File: config.mk
export PLATFORM = sky130hd
export DESIGN_NAME = prs_sequencer
export DESIGN_NICKNAME = d
export VERILOG_FILES = /design/src/prs_pkg.sv /design/src/prs_sequencer.sv /design/src/prs_sync.sv
export SDC_FILE = /design/constraint.sdc
export NUM_CORES = 1
export LEC_CHECK = 0
export BUFFER_PORTS_ARGS = -buffer_cell sky130_fd_sc_hd__buf_4
export CORE_MARGIN = 1.5
export CORE_UTILIZATION = 45
export DETAILED_ROUTE_END_ITERATION = 8
export GPL_TIMING_DRIVEN = 0
export PLACE_DENSITY = 0.67
export SLEW_MARGIN = 15
export SYNTH_ARGS = -nofsm -noshare
export SYNTH_HDL_FRONTEND = slang
export SYNTH_SLANG_ARGS = --single-unit
File: constraint.sdc
create_clock -name ref_clk -period 5 [get_ports ref_clk]
set_input_delay 1 -clock ref_clk [delete_from_list [all_inputs] [get_ports ref_clk]]
set_output_delay 1 -clock ref_clk [all_outputs]
set_load 0.03 [all_outputs]
File: src/prs_pkg.sv
// Constants, types and register map of the power-on reset sequencer
package prs_pkg;

    // ****
    // Clock and sequence counts
    // ****
    localparam logic [11:0] CFG_CYC = 12'h0400;       // 1024 input clocks
    localparam logic [11:0] DLL_LOCK_CYC = 12'h0C01;  // 3073 bus clocks
    localparam logic [11:0] HARD_HOLD_CYC = 12'h0200; // 512 bus clocks
    localparam logic [11:0] SOFT_LAG_CYC = 12'h0003;  // Three bus clocks
    localparam logic [11:0] PIN_SETTLE_CYC = 12'h0002; // Pin sync latency
    localparam logic [2:0] HOST_BYTES = 3'h4;

    // ****
    // Register map (byte addresses)
    // ****
    localparam int AW = 8;
    localparam logic [AW-1:0] OFS_STATUS = 8'h00;
    localparam logic [AW-1:0] OFS_CFGWORD = 8'h04;
    localparam logic [AW-1:0] OFS_HOSTCFG = 8'h08;
    localparam logic [AW-1:0] OFS_CONTROL = 8'h0C;
    localparam logic [1:0] RESP_OKAY = 2'h0;
    localparam logic [1:0] RESP_SLVERR = 2'h2;

    // Reset configuration word fields
    localparam int CFG_MODCKH_LSB = 24;
    localparam int CFG_MODCKH_W = 4;
    localparam int CFG_DLLBYP_POS = 15;
    localparam logic [31:0] CFG_WORD_RST = 32'h0000_0000;

    // Control register fields
    localparam int CTL_SWHARD_POS = 0;

    typedef enum logic [2:0] {
        SEQ_POR = 3'b000,
        SEQ_CFG = 3'b001,
        SEQ_HOST = 3'b010,
        SEQ_PLL = 3'b011,
        SEQ_DLL = 3'b100,
        SEQ_HOLD = 3'b101,
        SEQ_SOFT = 3'b110,
        SEQ_RUN = 3'b111
    } prs_seq_e;

    typedef struct packed {
        logic [2:0] clockModeStraps;
        logic [1:0] bootSourceStrap;
        logic hostPortEnableStrap;
        logic debugRequestStrap;
        logic configRoleStrap;
    } prs_strap_s;

endpackage

File: src/prs_sequencer.sv
// Power-on reset sequencer with strap capture and AXI4-Lite registers
//
// Overview of operation
// - Board reset low: internal, hard, soft reset asserted at once.
// - Role strap caught on board reset rise: 0 master, 1 slave.
// - Debug strap caught at PLL lock: 1 enters debug mode.
// - Host port strap caught on rise: 1 enables host port.
// - Boot strap caught on rise: 00 memory, 01 host port.
// - Status register records latest reset sources.
// - Soft reset held in hard reset; hard pin open-drain.
// - Outside reset seen only while not driving; soft pin open-drain.
// - Hard reset clears all; soft reset keeps configuration. Here hard reset also keeps the word and straps.
// - 1024 configuration clocks, then clock mode straps caught.
// - PLL ratio from clock mode straps and word high field.
// - Wait for PLL lock, then enable clocks.
// - DLL bypass clear: 3073 clocks DLL lock wait.
// - DLL bypass set: no DLL lock wait.
// - Hard reset held through locking plus 512 clocks.
// - Soft reset released three clocks after hard reset.
// - Hard and soft reset held through power-on sequence.
// - Host mode: internal reset held until word written.
// - Host port off: hardware configuration, master or slave.
module prs_sequencer #(
    parameter logic [31:0] HW_CFG_WORD = prs_pkg::CFG_WORD_RST
) (
    input wire logic ref_clk,  // 25 MHz clock
    input wire logic rstn,  // Synchronous reset, active low
    input wire logic powerOnResetInN,  // External power-on reset
    input wire prs_pkg::prs_strap_s straps,  // Configuration straps
    input wire logic hardResetPinIn,  // Hard reset pin level
    output logic hardResetPinOut,  // Hard reset pin drive value
    output logic hardResetPinOe,  // Low while driving
    input wire logic softResetPinIn,  // Soft reset pin level
    output logic softResetPinOut,  // Soft reset pin drive value
    output logic softResetPinOe,  // Low while driving
    input wire logic pllLocked,  // System PLL lock
    output logic internalPorN,  // Internal power-on reset
    output logic hardResetN,  // Hard reset domain
    output logic softResetN,  // Soft reset domain
    output logic pllStart,  // PLL may start locking
    output logic [6:0] pllRatio,  // Clock ratio select
    output logic dllBypass,  // DLL bypassed
    output logic clocksEnable,  // Device clocks enabled
    output logic debugMode,  // Core starts in debug
    output logic hostPortEnable,  // Host port enabled
    output logic configMaster,  // Configuration master
    output logic [1:0] bootSource,  // Boot source select
    input wire logic [7:0] s_axi_awaddr,  // Write address
    input wire logic s_axi_awvalid,  // Write address valid
    output logic s_axi_awready,  // Write address ready
    input wire logic [31:0] s_axi_wdata,  // Write data
    input wire logic [3:0] s_axi_wstrb,  // Write strobes
    input wire logic s_axi_wvalid,  // Write data valid
    output logic s_axi_wready,  // Write data ready
    output logic [1:0] s_axi_bresp,  // Write response
    output logic s_axi_bvalid,  // Write response valid
    input wire logic s_axi_bready,  // Write response ready
    input wire logic [7:0] s_axi_araddr,  // Read address
    input wire logic s_axi_arvalid,  // Read address valid
    output logic s_axi_arready,  // Read address ready
    output logic [31:0] s_axi_rdata,  // Read data
    output logic [1:0] s_axi_rresp,  // Read response
    output logic s_axi_rvalid,  // Read data valid
    input wire logic s_axi_rready  // Read data ready
);

    // ****
    // Declarations
    // ****
    prs_pkg::prs_seq_e state_q;
    prs_pkg::prs_seq_e state_d;
    logic [11:0] cnt_q;
    logic [11:0] cnt_d;
    logic porPrev_q;
    logic [1:0] pinSync;
    logic hardPinSync;
    logic softPinSync;
    prs_pkg::prs_strap_s strap_q;
    logic [31:0] cfgWord_q;
    logic [2:0] hostBytes_q;
    logic [3:0] cause_q;
    logic hardRstN_q;
    logic softRstN_q;
    logic intPorN_q;
    logic clkEn_q;
    logic awHeld_q;
    logic wHeld_q;
    logic [7:0] awAddr_q;
    logic [31:0] wData_q;
    logic [3:0] wStrb_q;
    logic bValid_q;
    logic [1:0] bResp_q;
    logic rValid_q;
    logic [31:0] rData_q;
    logic [1:0] rResp_q;

    // ****
    // Address decoding
    // ****
    function automatic logic isMapped(input logic [7:0] a);
        isMapped = (a == prs_pkg::OFS_STATUS) || (a == prs_pkg::OFS_CFGWORD) ||
                   (a == prs_pkg::OFS_HOSTCFG) || (a == prs_pkg::OFS_CONTROL);
    endfunction

    // ****
    // Pin synchronisers
    // ****
    prs_sync #(
        .W(2)
    ) u_pinSync (
        .ref_clk(ref_clk),
        .rstn(rstn),
        .asyncIn({softResetPinIn, hardResetPinIn}),
        .syncOut(pinSync)
    );

    assign hardPinSync = pinSync[0];
    assign softPinSync = pinSync[1];

    // ****
    // Sequence events
    // ****
    wire porLow = !powerOnResetInN;
    wire porRise = powerOnResetInN && !porPrev_q;
    wire cntDone = (cnt_q == 12'h000);
    wire wrFire = awHeld_q && wHeld_q && !bValid_q;
    wire wrHost = wrFire && (awAddr_q == prs_pkg::OFS_HOSTCFG) && wStrb_q[0];
    wire wrCtl = wrFire && (awAddr_q == prs_pkg::OFS_CONTROL) && wStrb_q[0];
    wire swHardReq = wrCtl && wData_q[prs_pkg::CTL_SWHARD_POS];
    // Pins count only once our release has passed the sync
    wire notDriving = hardRstN_q && softRstN_q && cntDone;
    wire extHard = notDriving && !hardPinSync;
    wire extSoft = notDriving && !softPinSync;
    wire hostDone = (hostBytes_q == prs_pkg::HOST_BYTES);
    wire bypassDll = cfgWord_q[prs_pkg::CFG_DLLBYP_POS];

    // ****
    // Next-state logic
    // ****
    always_comb begin
        state_d = state_q;
        cnt_d = cntDone ? cnt_q : cnt_q - 12'h001;
        case (state_q)
            prs_pkg::SEQ_POR: begin
                if (porRise) begin
                    state_d = prs_pkg::SEQ_CFG;
                    cnt_d = prs_pkg::CFG_CYC - 12'h001;
                end
            end
            prs_pkg::SEQ_CFG: begin
                if (cntDone) begin
                    // Host mode waits for the word
                    state_d = strap_q.hostPortEnableStrap ?
                              prs_pkg::SEQ_HOST : prs_pkg::SEQ_PLL;
                end
            end
            prs_pkg::SEQ_HOST: begin
                if (hostDone) begin
                    state_d = prs_pkg::SEQ_PLL;
                end
            end
            prs_pkg::SEQ_PLL: begin
                if (pllLocked) begin
                    if (bypassDll) begin
                        state_d = prs_pkg::SEQ_HOLD;
                        cnt_d = prs_pkg::HARD_HOLD_CYC - 12'h001;
                    end else begin
                        state_d = prs_pkg::SEQ_DLL;
                        cnt_d = prs_pkg::DLL_LOCK_CYC - 12'h001;
                    end
                end
            end
            prs_pkg::SEQ_DLL: begin
                if (cntDone) begin
                    state_d = prs_pkg::SEQ_HOLD;
                    cnt_d = prs_pkg::HARD_HOLD_CYC - 12'h001;
                end
            end
            prs_pkg::SEQ_HOLD: begin
                if (cntDone) begin
                    state_d = prs_pkg::SEQ_SOFT;
                    cnt_d = prs_pkg::SOFT_LAG_CYC - 12'h001;
                end
            end
            prs_pkg::SEQ_SOFT: begin
                if (cntDone) begin
                    state_d = prs_pkg::SEQ_RUN;
                    cnt_d = prs_pkg::PIN_SETTLE_CYC;
                end
            end
            prs_pkg::SEQ_RUN: begin
                if (extHard || swHardReq) begin
                    state_d = prs_pkg::SEQ_HOLD;
                    cnt_d = prs_pkg::HARD_HOLD_CYC - 12'h001;
                end else if (extSoft) begin
                    state_d = prs_pkg::SEQ_SOFT;
                    cnt_d = prs_pkg::SOFT_LAG_CYC - 12'h001;
                end
            end
            default: begin
                state_d = prs_pkg::SEQ_POR;
            end
        endcase
        // Power-on reset overrides every state
        if (porLow) begin
            state_d = prs_pkg::SEQ_POR;
            cnt_d = 12'h000;
        end
    end

    // ****
    // Sequencer registers
    // ****
    always_ff @(posedge ref_clk) begin
        if (!rstn) begin
            state_q <= prs_pkg::SEQ_POR;
            cnt_q <= 12'h000;
            porPrev_q <= 1'b0;
        end else begin
            state_q <= state_d;
            cnt_q <= cnt_d;
            porPrev_q <= powerOnResetInN;
        end
    end

    // Follow next state to switch with it
    always_ff @(posedge ref_clk) begin
        if (!rstn) begin
            intPorN_q <= 1'b0;
            hardRstN_q <= 1'b0;
            softRstN_q <= 1'b0;
            clkEn_q <= 1'b0;
        end else begin
            intPorN_q <= (state_d != prs_pkg::SEQ_POR) &&
                         (state_d != prs_pkg::SEQ_CFG) &&
                         (state_d != prs_pkg::SEQ_HOST);
            hardRstN_q <= (state_d == prs_pkg::SEQ_SOFT) ||
                          (state_d == prs_pkg::SEQ_RUN);
            softRstN_q <= (state_d == prs_pkg::SEQ_RUN);
            clkEn_q <= porLow ? 1'b0 : (clkEn_q || (state_q == prs_pkg::SEQ_PLL &&
                       pllLocked));
        end
    end

    // ****
    // Strap capture
    // ****
    always_ff @(posedge ref_clk) begin
        if (!rstn) begin
            strap_q <= '0;
        end else begin
            if (state_q == prs_pkg::SEQ_POR && porRise) begin
                strap_q.configRoleStrap <= straps.configRoleStrap;
                strap_q.hostPortEnableStrap <= straps.hostPortEnableStrap;
                strap_q.bootSourceStrap <= straps.bootSourceStrap;
            end
            if (state_q == prs_pkg::SEQ_CFG && cntDone) begin
                strap_q.clockModeStraps <= straps.clockModeStraps;
            end
            if (state_q == prs_pkg::SEQ_PLL && pllLocked) begin
                strap_q.debugRequestStrap <= straps.debugRequestStrap;
            end
        end
    end

    // ****
    // Configuration word and reset cause
    // ****
    // Only power-on reset reloads the word
    always_ff @(posedge ref_clk) begin
        if (!rstn) begin
            cfgWord_q <= prs_pkg::CFG_WORD_RST;
            hostBytes_q <= 3'h0;
        end else if (state_q == prs_pkg::SEQ_POR && porRise) begin
            cfgWord_q <= straps.hostPortEnableStrap ? prs_pkg::CFG_WORD_RST :
                         HW_CFG_WORD;
            hostBytes_q <= 3'h0;
        end else if (state_q == prs_pkg::SEQ_HOST && wrHost && !hostDone) begin
            cfgWord_q <= {cfgWord_q[23:0], wData_q[7:0]};
            hostBytes_q <= hostBytes_q + 3'h1;
        end
    end

    always_ff @(posedge ref_clk) begin
        if (!rstn) begin
            cause_q <= 4'h1;
        end else if (porLow) begin
            cause_q <= 4'h1;
        end else if (state_q == prs_pkg::SEQ_RUN) begin
            if (extHard || swHardReq || extSoft) begin
                cause_q <= {swHardReq, extSoft, extHard, 1'b0};
            end
        end
    end

    // ****
    // Output drive
    // ****
    assign internalPorN = intPorN_q;
    assign hardResetN = hardRstN_q;
    assign softResetN = softRstN_q;
    assign hardResetPinOut = 1'b0;
    assign hardResetPinOe = hardRstN_q;
    assign softResetPinOut = 1'b0;
    assign softResetPinOe = softRstN_q;
    assign pllStart = intPorN_q;
    assign pllRatio = {cfgWord_q[prs_pkg::CFG_MODCKH_LSB +: prs_pkg::CFG_MODCKH_W],
                       strap_q.clockModeStraps};
    assign dllBypass = bypassDll;
    assign clocksEnable = clkEn_q;
    assign debugMode = strap_q.debugRequestStrap;
    assign hostPortEnable = strap_q.hostPortEnableStrap;
    assign configMaster = !strap_q.configRoleStrap;
    assign bootSource = strap_q.bootSourceStrap;

    // ****
    // AXI4-Lite write channel
    // ****
    assign s_axi_awready = !awHeld_q && !bValid_q;
    assign s_axi_wready = !wHeld_q && !bValid_q;
    assign s_axi_bvalid = bValid_q;
    assign s_axi_bresp = bResp_q;

    always_ff @(posedge ref_clk) begin
        if (!rstn) begin
            awHeld_q <= 1'b0;
            wHeld_q <= 1'b0;
            awAddr_q <= 8'h00;
            wData_q <= 32'h0000_0000;
            wStrb_q <= 4'h0;
            bValid_q <= 1'b0;
            bResp_q <= prs_pkg::RESP_OKAY;
        end else begin
            if (s_axi_awvalid && s_axi_awready) begin
                awHeld_q <= 1'b1;
                awAddr_q <= s_axi_awaddr;
            end
            if (s_axi_wvalid && s_axi_wready) begin
                wHeld_q <= 1'b1;
                wData_q <= s_axi_wdata;
                wStrb_q <= s_axi_wstrb;
            end
            if (wrFire) begin
                awHeld_q <= 1'b0;
                wHeld_q <= 1'b0;
                bValid_q <= 1'b1;
                bResp_q <= isMapped(awAddr_q) ? prs_pkg::RESP_OKAY :
                           prs_pkg::RESP_SLVERR;
            end else if (bValid_q && s_axi_bready) begin
                bValid_q <= 1'b0;
            end
        end
    end

    // ****
    // AXI4-Lite read channel
    // ****
    wire [31:0] statusWord = {13'h0000, hostBytes_q, strap_q, 1'b0, state_q, cause_q};
    wire [31:0] rdMux = (s_axi_araddr == prs_pkg::OFS_STATUS) ? statusWord :
                        (s_axi_araddr == prs_pkg::OFS_CFGWORD) ? cfgWord_q :
                        32'h0000_0000;

    assign s_axi_arready = !rValid_q;
    assign s_axi_rvalid = rValid_q;
    assign s_axi_rdata = rData_q;
    assign s_axi_rresp = rResp_q;

    always_ff @(posedge ref_clk) begin
        if (!rstn) begin
            rValid_q <= 1'b0;
            rData_q <= 32'h0000_0000;
            rResp_q <= prs_pkg::RESP_OKAY;
        end else if (s_axi_arvalid && !rValid_q) begin
            rValid_q <= 1'b1;
            rData_q <= rdMux;
            rResp_q <= isMapped(s_axi_araddr) ? prs_pkg::RESP_OKAY :
                       prs_pkg::RESP_SLVERR;
        end else if (rValid_q && s_axi_rready) begin
            rValid_q <= 1'b0;
        end
    end

endmodule

File: src/prs_sync.sv
// Two-stage synchroniser for asynchronous level inputs
module prs_sync #(
    parameter int W = 2
) (
    input wire logic ref_clk,  // Clock
    input wire logic rstn,     // Synchronous reset, active low
    input wire logic [W-1:0] asyncIn,  // Raw levels
    output logic [W-1:0] syncOut       // Synchronised levels
);

    // ****
    // One flop chain per bit
    // ****
    genvar i;
    generate
        for (i = 0; i < W; i++) begin : g_bit
            logic meta_q;
            logic stab_q;
            always_ff @(posedge ref_clk) begin
                if (!rstn) begin
                    meta_q <= 1'b1;
                    stab_q <= 1'b1;
                end else begin
                    meta_q <= asyncIn[i];
                    stab_q <= meta_q;
                end
            end
            assign syncOut[i] = stab_q;
        end
    endgenerate

endmodule

Word-level counts from Yosys, hierarchy flattened --
Cells that the tools add are included.
Operators by class: add/subtract/negate cells 2, equality and inequality tests 18, mux-type cells 30, bitwise operators 1, reductions and logical operators 57
Operator list (count):
- 12-bit 2-to-1 mux | 8
- 32-bit 2-to-1 mux | 2
- 12-bit one-hot mux with 5 select lines | 1
- 8-bit by 4-bit equality test with 1-bit output, second input constant | 4
- 3-bit 2-to-1 mux | 10
- 1-bit logical AND | 26
- 3-bit one-hot mux with 8 select lines | 1
- 3-bit equality test, second input constant | 7
- 8-bit by 3-bit equality test with 1-bit output, second input constant | 2
- 8-bit logical NOT | 2
- 12-bit logical NOT | 1
- 12-bit by 1-bit subtractor with 12-bit output, second input constant | 1
- 1-bit logical OR | 10
- 1-bit logical NOT | 9
- 3-bit by 2-bit equality test with 1-bit output, second input constant | 2
- 1-bit 2-to-1 mux | 6
- 2-bit OR reduction | 3
- 2-bit 2-to-1 mux | 2
- 2-bit AND reduction | 2
- 2-bit nonzero test | 2
- 3-bit by 1-bit adder with 3-bit output, second input constant | 1
- 3-bit by 1-bit equality test with 1-bit output, second input constant | 1
- 3-bit logical NOT | 1
- 3-bit by 1-bit != test with 1-bit output, second input constant | 1
- 3 further kinds | 3
Word-level totals: bits in registers 128, input bits 71, output and inout port bits 63, logic and storage cells 137

Longest topological paths before layout --
word-level depth 12, mapped depth 12, gate-level depth less buffers 11

Modules after synthesis --
Synthesis repeated with hierarchy kept, for this count alone.
Second synthesis, totals: cell total of the unflattened synthesis 649, area, all modules 5489.0 um2
Modules (own cells, without submodules):
- prs_sequencer | instances 1, cells each 639, area each 5368.9 um2, seq. area each 2442.3 um2
- prs_sync | instances 1, cells each 10, area each 120.1 um2, seq. area each 80.1 um2

Worst setup path before layout --
Ideal clock, no wire load.
path kind in2reg, start input port s_axi_araddr[1], end register rData_q[22] (netlist: s_axi_rdata[22]), library setup time 65 ps, arrival time 2492 ps, data required time 4935 ps, setup slack 2443 ps, stages on the path 6, path buffers 1, cell sequence or4_1 > nor4_4 > and2_1 > buf_4 > a22oi_1 > nor2b_1
Between the ends: longest elaborated chain between the ends 3, elaborated cells on any way between the ends 4, classes of those cells eq/ne: 1; mux: 2; reduce/logical: 1
Ends and longest elaborated chain:
- start, declared | RTL line prs_sequencer.sv:58 | input wire logic [7:0] s_axi_araddr,
- 8-bit by 3-bit equality test with 1-bit output | RTL line prs_sequencer.sv:360 | (s_axi_araddr == prs_pkg::OFS_CFGWORD) ? cfgWord_q :
- 32-bit 2-to-1 mux | RTL line prs_sequencer.sv:360
- 32-bit 2-to-1 mux (*) | RTL line prs_sequencer.sv:359 | wire [31:0] rdMux = (s_axi_araddr == prs_pkg::OFS_STATUS) ? statusWord :
- end signal, assigned | RTL line prs_sequencer.sv:375 | rData_q <= rdMux;
- end, declared | RTL line prs_sequencer.sv:94 | logic [31:0] rData_q;
Mark *: on every way between the ends. The rest lies on a longest branch, timed or not. A chain may end at the register's enable or synchronous reset.

Worst setup path in the final report --
start register cnt_q[0], end register cnt_q[9]
Between the ends: longest elaborated chain between the ends 6, elaborated cells on any way between the ends 14, classes of those cells add/sub: 1; mux: 8; reduce/logical: 5
Ends and longest elaborated chain:
- start, declared | RTL line prs_sequencer.sv:72 | logic [11:0] cnt_q;
- start signal, assigned | RTL line prs_sequencer.sv:221 | cnt_q <= cnt_d;
- branches (longest 5 deep; another with 12-bit by 1-bit subtractor with 12-bit output)
- 12-bit one-hot mux with 5 select lines (*) | RTL line prs_sequencer.sv:143 | case (state_q)
Mark *: on every way between the ends.

==> flow_metrics.py <==
metrics = {
    "floorplanning": {
        "std_cell_rows": 40,
        "die_y_um": 114,
        "core_mm2": 0.0120,
        "start_util_pct": 46.0,
        "die_w_um": 114,
        "die-area_mm2": 0.0129,
        "pin_count": 134,
    },
    "synthesis": {
        "synth_mux_area_share_pct": 4.35,
        "async_reset_ff_share_pct": 0,
        "yosys_register_bits": 126,
        "synth_ff_type": "dfxtp_1",
        "postSynthAreaPerCell_um2": 8.63,
        "synth_edf_count": 0,
        "ys.warnings.count": 0,
        "synth_compound_area_share_pct": 17.3,
        "synthAdderAreaFrac_pct": 1.37,
        "synthSimpleGateAreaFrac_pct": 23.8,
        "syn-cell-area_mm2": 0.00550,
        "synthXorXnorAreaFrac_pct": 1.12,
        "synth_cell_types": 58,
        "seq_area_frac_synth_pct": 45.9,
        "synth_top_family_by_area": "simple AND/OR/NAND/NOR gates",
        "synthCells": 637,
    },
    "global_route": {
        "grt_pass1_vias": 4725,
        "track_usage_pct": 23.8,
        "grt_pass1_wl_um": 23800,
        "antenna_found_initial": 0,
        "grt_overflow": 0,
        "grt_max_degree": 17,
    },
    "detailed_routing": {
        "drtPass1Iterations": 5,
        "wire_per_inst_um": 16.3,
        "wl_met2_um": 6830,
        "dr.max_layer_used": "met4",
        "finalWirelength_um": 15000,
        "drtIter0Drc": 353,
        "ant_nets": 0,
        "wl_met1_um": 7030,
        "drc": 0,
        "dr_wl_met3_um": 841,
        "via_per_inst": 5.42,
        "via_count": 4996,
    },
    "timing": {
        "maxSlewHeadroom_pct": 34.8,
        "skew_ns": 0.00743,
        "grt_setup_unrepaired": "no",
        "min_period_over_period_pct": 54.7,
        "min_period_ns": 2.73,
        "tns_ns": 0,
        "final_max_slew_viol_count": 0,
        "tightest_slew_ns": 0.964,
        "finalSetupViolCount": 0,
        "hold_viol_final": 0,
        "clock.fmax_mhz": 366,
    },
    "critical_path": {
        "worst-path-buf-inv": 1,
        "path_cells": "inv_1, ha_1, nor4b_1, nor4b_1, a32oi_1, a21boi_0, a311oi_1",
        "worst_setup_path_end_kind": "register",
        "cp_data_required_time_ns": 5.27,
        "crit_slowest_cell": "nor4b_1",
        "startpoint_type": "register",
        "crit_family": "simple AND/OR/NAND/NOR gates",
        "slowest_delay_ns": 0.79,
        "arrival_ns": 3.00,
        "crit_fanout": 6,
        "worstSetupPathType": "reg2reg",
        "crit_top_cell": "nor4b_1",
    },
    "power_and_ir_drop": {
        "ir_worst_vdd_mv": 0.212,
        "p_leak_nw": 2.78,
        "p_per_area_mw_per_mm2": 365,
    },
    "cells_and_area": {
        "area_growth_syn_to_layout_pct": 27.9,
        "n_fill_cell": 1099,
        "fin_nets": 838,
        "final_common_cell": "nand2_1",
        "utilization_pct": 58.8,
        "final_cell_mix": "nand2_1 (137), dfxtp_1 (126), buf_4 (119)",
        "antenna_cells": 0,
        "drive_gt1_share_pct": 23.0,
    },
    "clock_network": {
        "cts_buffer_depth": 2,
        "cts_resized": 0,
        "clock-root-buffer": "clkbuf_16",
        "path_clk_slew_ns": 0.05,
        "clock_sinks": 126,
        "cts_buffers": 17,
        "clk_latency_ns": 0.41,
        "cts_hold_buf": 0,
        "cts_max_level": 4,
        "postCtsSetupBuffers": 0,
        "cts_tree": "yes",
    },
    "job": {
        "cap_violations": 0,
    },
    "status": {
        "status": "finished clean",
    },
    "place": {
        "gp_congestion": 0.901,
        "dp_hpwl_um": 11100,
        "port_buffers": 102,
    },
    "hold_path": {
        "hp-class": "reg2reg",
    },
}
path summary, 6_finish.rpt:
path	from	end	slack (ns)	cells after the start
max	cnt_q[0]$_SDFF_PN0_	cnt_q[9]$_SDFF_PN0_	2.27	7
min	u_pinSync.g_bit[1].meta_q$_SDFF_PN1_	u_pinSync.g_bit[1].stab_q$_SDFF_PN1_	0.41	1
max reg2reg	cnt_q[0]$_SDFF_PN0_	cnt_q[9]$_SDFF_PN0_	2.27	7
min reg2reg	u_pinSync.g_bit[1].meta_q$_SDFF_PN1_	u_pinSync.g_bit[1].stab_q$_SDFF_PN1_	0.41	1
sequential cells by signal (all words and copies together) (netlist names), 2 cells and up:
| signal | count |
|---|---|
| pllRatio | 3 |
| state_q | 3 |
| awAddr_q | 8 |
| u_pinSync.g_bit.stab_q | 2 |
| hostBytes_q | 3 |
| u_pinSync.g_bit.meta_q | 2 |
| cfgWord_q | 32 |
| bootSource | 2 |
| s_axi_rdata | 32 |
| wData_q | 8 |
| cnt_q | 12 |
| cause_q | 4 |
per-layer routing:
| metal | vias up | GRT usage, % |
|---|---|---|
| met1 | 2389 | 31.8 |
| met4 | 0 | 9.42 |
| met2 | 146 | 37.2 |
| met5 | - | 0 |
| li1 | 2440 | - |
| met3 | 21 | 5.84 |
cells by family (layout without fill, tap and decap cells):
| logic type | count (synthesis) | count (layout) |
|---|---|---|
| compound gates | 144 | 144 |
| xor+xnor | 7 | 7 |
| fa+ha+maj | 6 | 6 |
| buf+inv | 65 | 199 |
| flops | 126 | 126 |
| mux | 22 | 22 |
| other cells | 1 | 4 |
| simple gates | 266 | 266 |
report_power, final:
group | switching, mW | internal (mW) | leakage (nW)
Clock | 0.443 | 0.732 | 0.278
Combinational | 0.184 | 0.137 | 1.48
Sequential | 0.0296 | 1.04 | 1.02
Total | 0.656 | 1.91 | 2.78
worst register-to-register path, stage by stage (launching register included):
cell	delay (ns)
dfxtp_1	0.33
inv_1	0.12
ha_1	0.20
nor4b_1	0.79
nor4b_1	0.53
a32oi_1	0.27
a21boi_0	0.29
a311oi_1	0.06
Yosys cell counts, types with 2 or more instances:
library cell  count  share of area (%)
nand2_1         137                9.4
dfxtp_1         126                 46
a21oi_1          43                3.9
nor2b_1          40                4.6
a22oi_1          32                4.4
clkbuf_1         30                2.0
nor2_1           28                1.9
a21boi_0         23                3.1
o21ai_0          18                1.6
buf_4            17                2.3
mux2_2           15                3.1
nand2b_1         12                1.4
inv_1            11               0.75
nor3_1            8               0.73
mux2i_1           7                1.3
xnor2_1           7                1.1
ha_1              6                1.4
and2_1            5               0.57
a211oi_1          4               0.55
buf_6             4               0.82
nand4_1           4               0.46
nor4_1            4               0.46
or4_1             4               0.55
a31oi_1           3               0.34
nand3_1           3               0.27
o31ai_1           3               0.41
or3_1             3               0.34
a41oi_1           2               0.32
and3_1            2               0.23
and4_1            2               0.32
nand3b_1          2               0.27
nor4_4            2               0.77
nor4b_1           2               0.32
o311a_1           2               0.36
or2_2             2               0.23
or4_4             2               0.41
final cells by class:
type,instances,area (um^2),share of cell area [%]
multi-input combinational,449,2650,37.7
sequential,126,2520,35.9
timing repair buffer,102,766,10.9
clock buffer,22,484,6.89
buffer,53,294,4.18
tap,147,184,2.62
clock inverter,10,86.3,1.23
inverter,12,45.0,0.641
metrics by stage:
| stage | power, mW | setup WS (ns) | hold slack, ns | cells | cell area (um^2) |
|---|---|---|---|---|---|
| detailed placement | 1.41 | 1.94 | 0.404 | 889 | 6460 |
| floorplan | 1.30 | 2.44 | 0.386 | 640 | 5510 |
| CTS | 2.58 | 2.33 | 0.417 | 921 | 7030 |
| global route | 2.66 | 2.06 | 0.429 | 921 | 7030 |
| global placement | 1.39 | 1.99 | 0.395 | 889 | 6460 |
| finish | 2.56 | 2.27 | 0.414 | 921 | 7030 |
(Power assumes the default switching activity.)
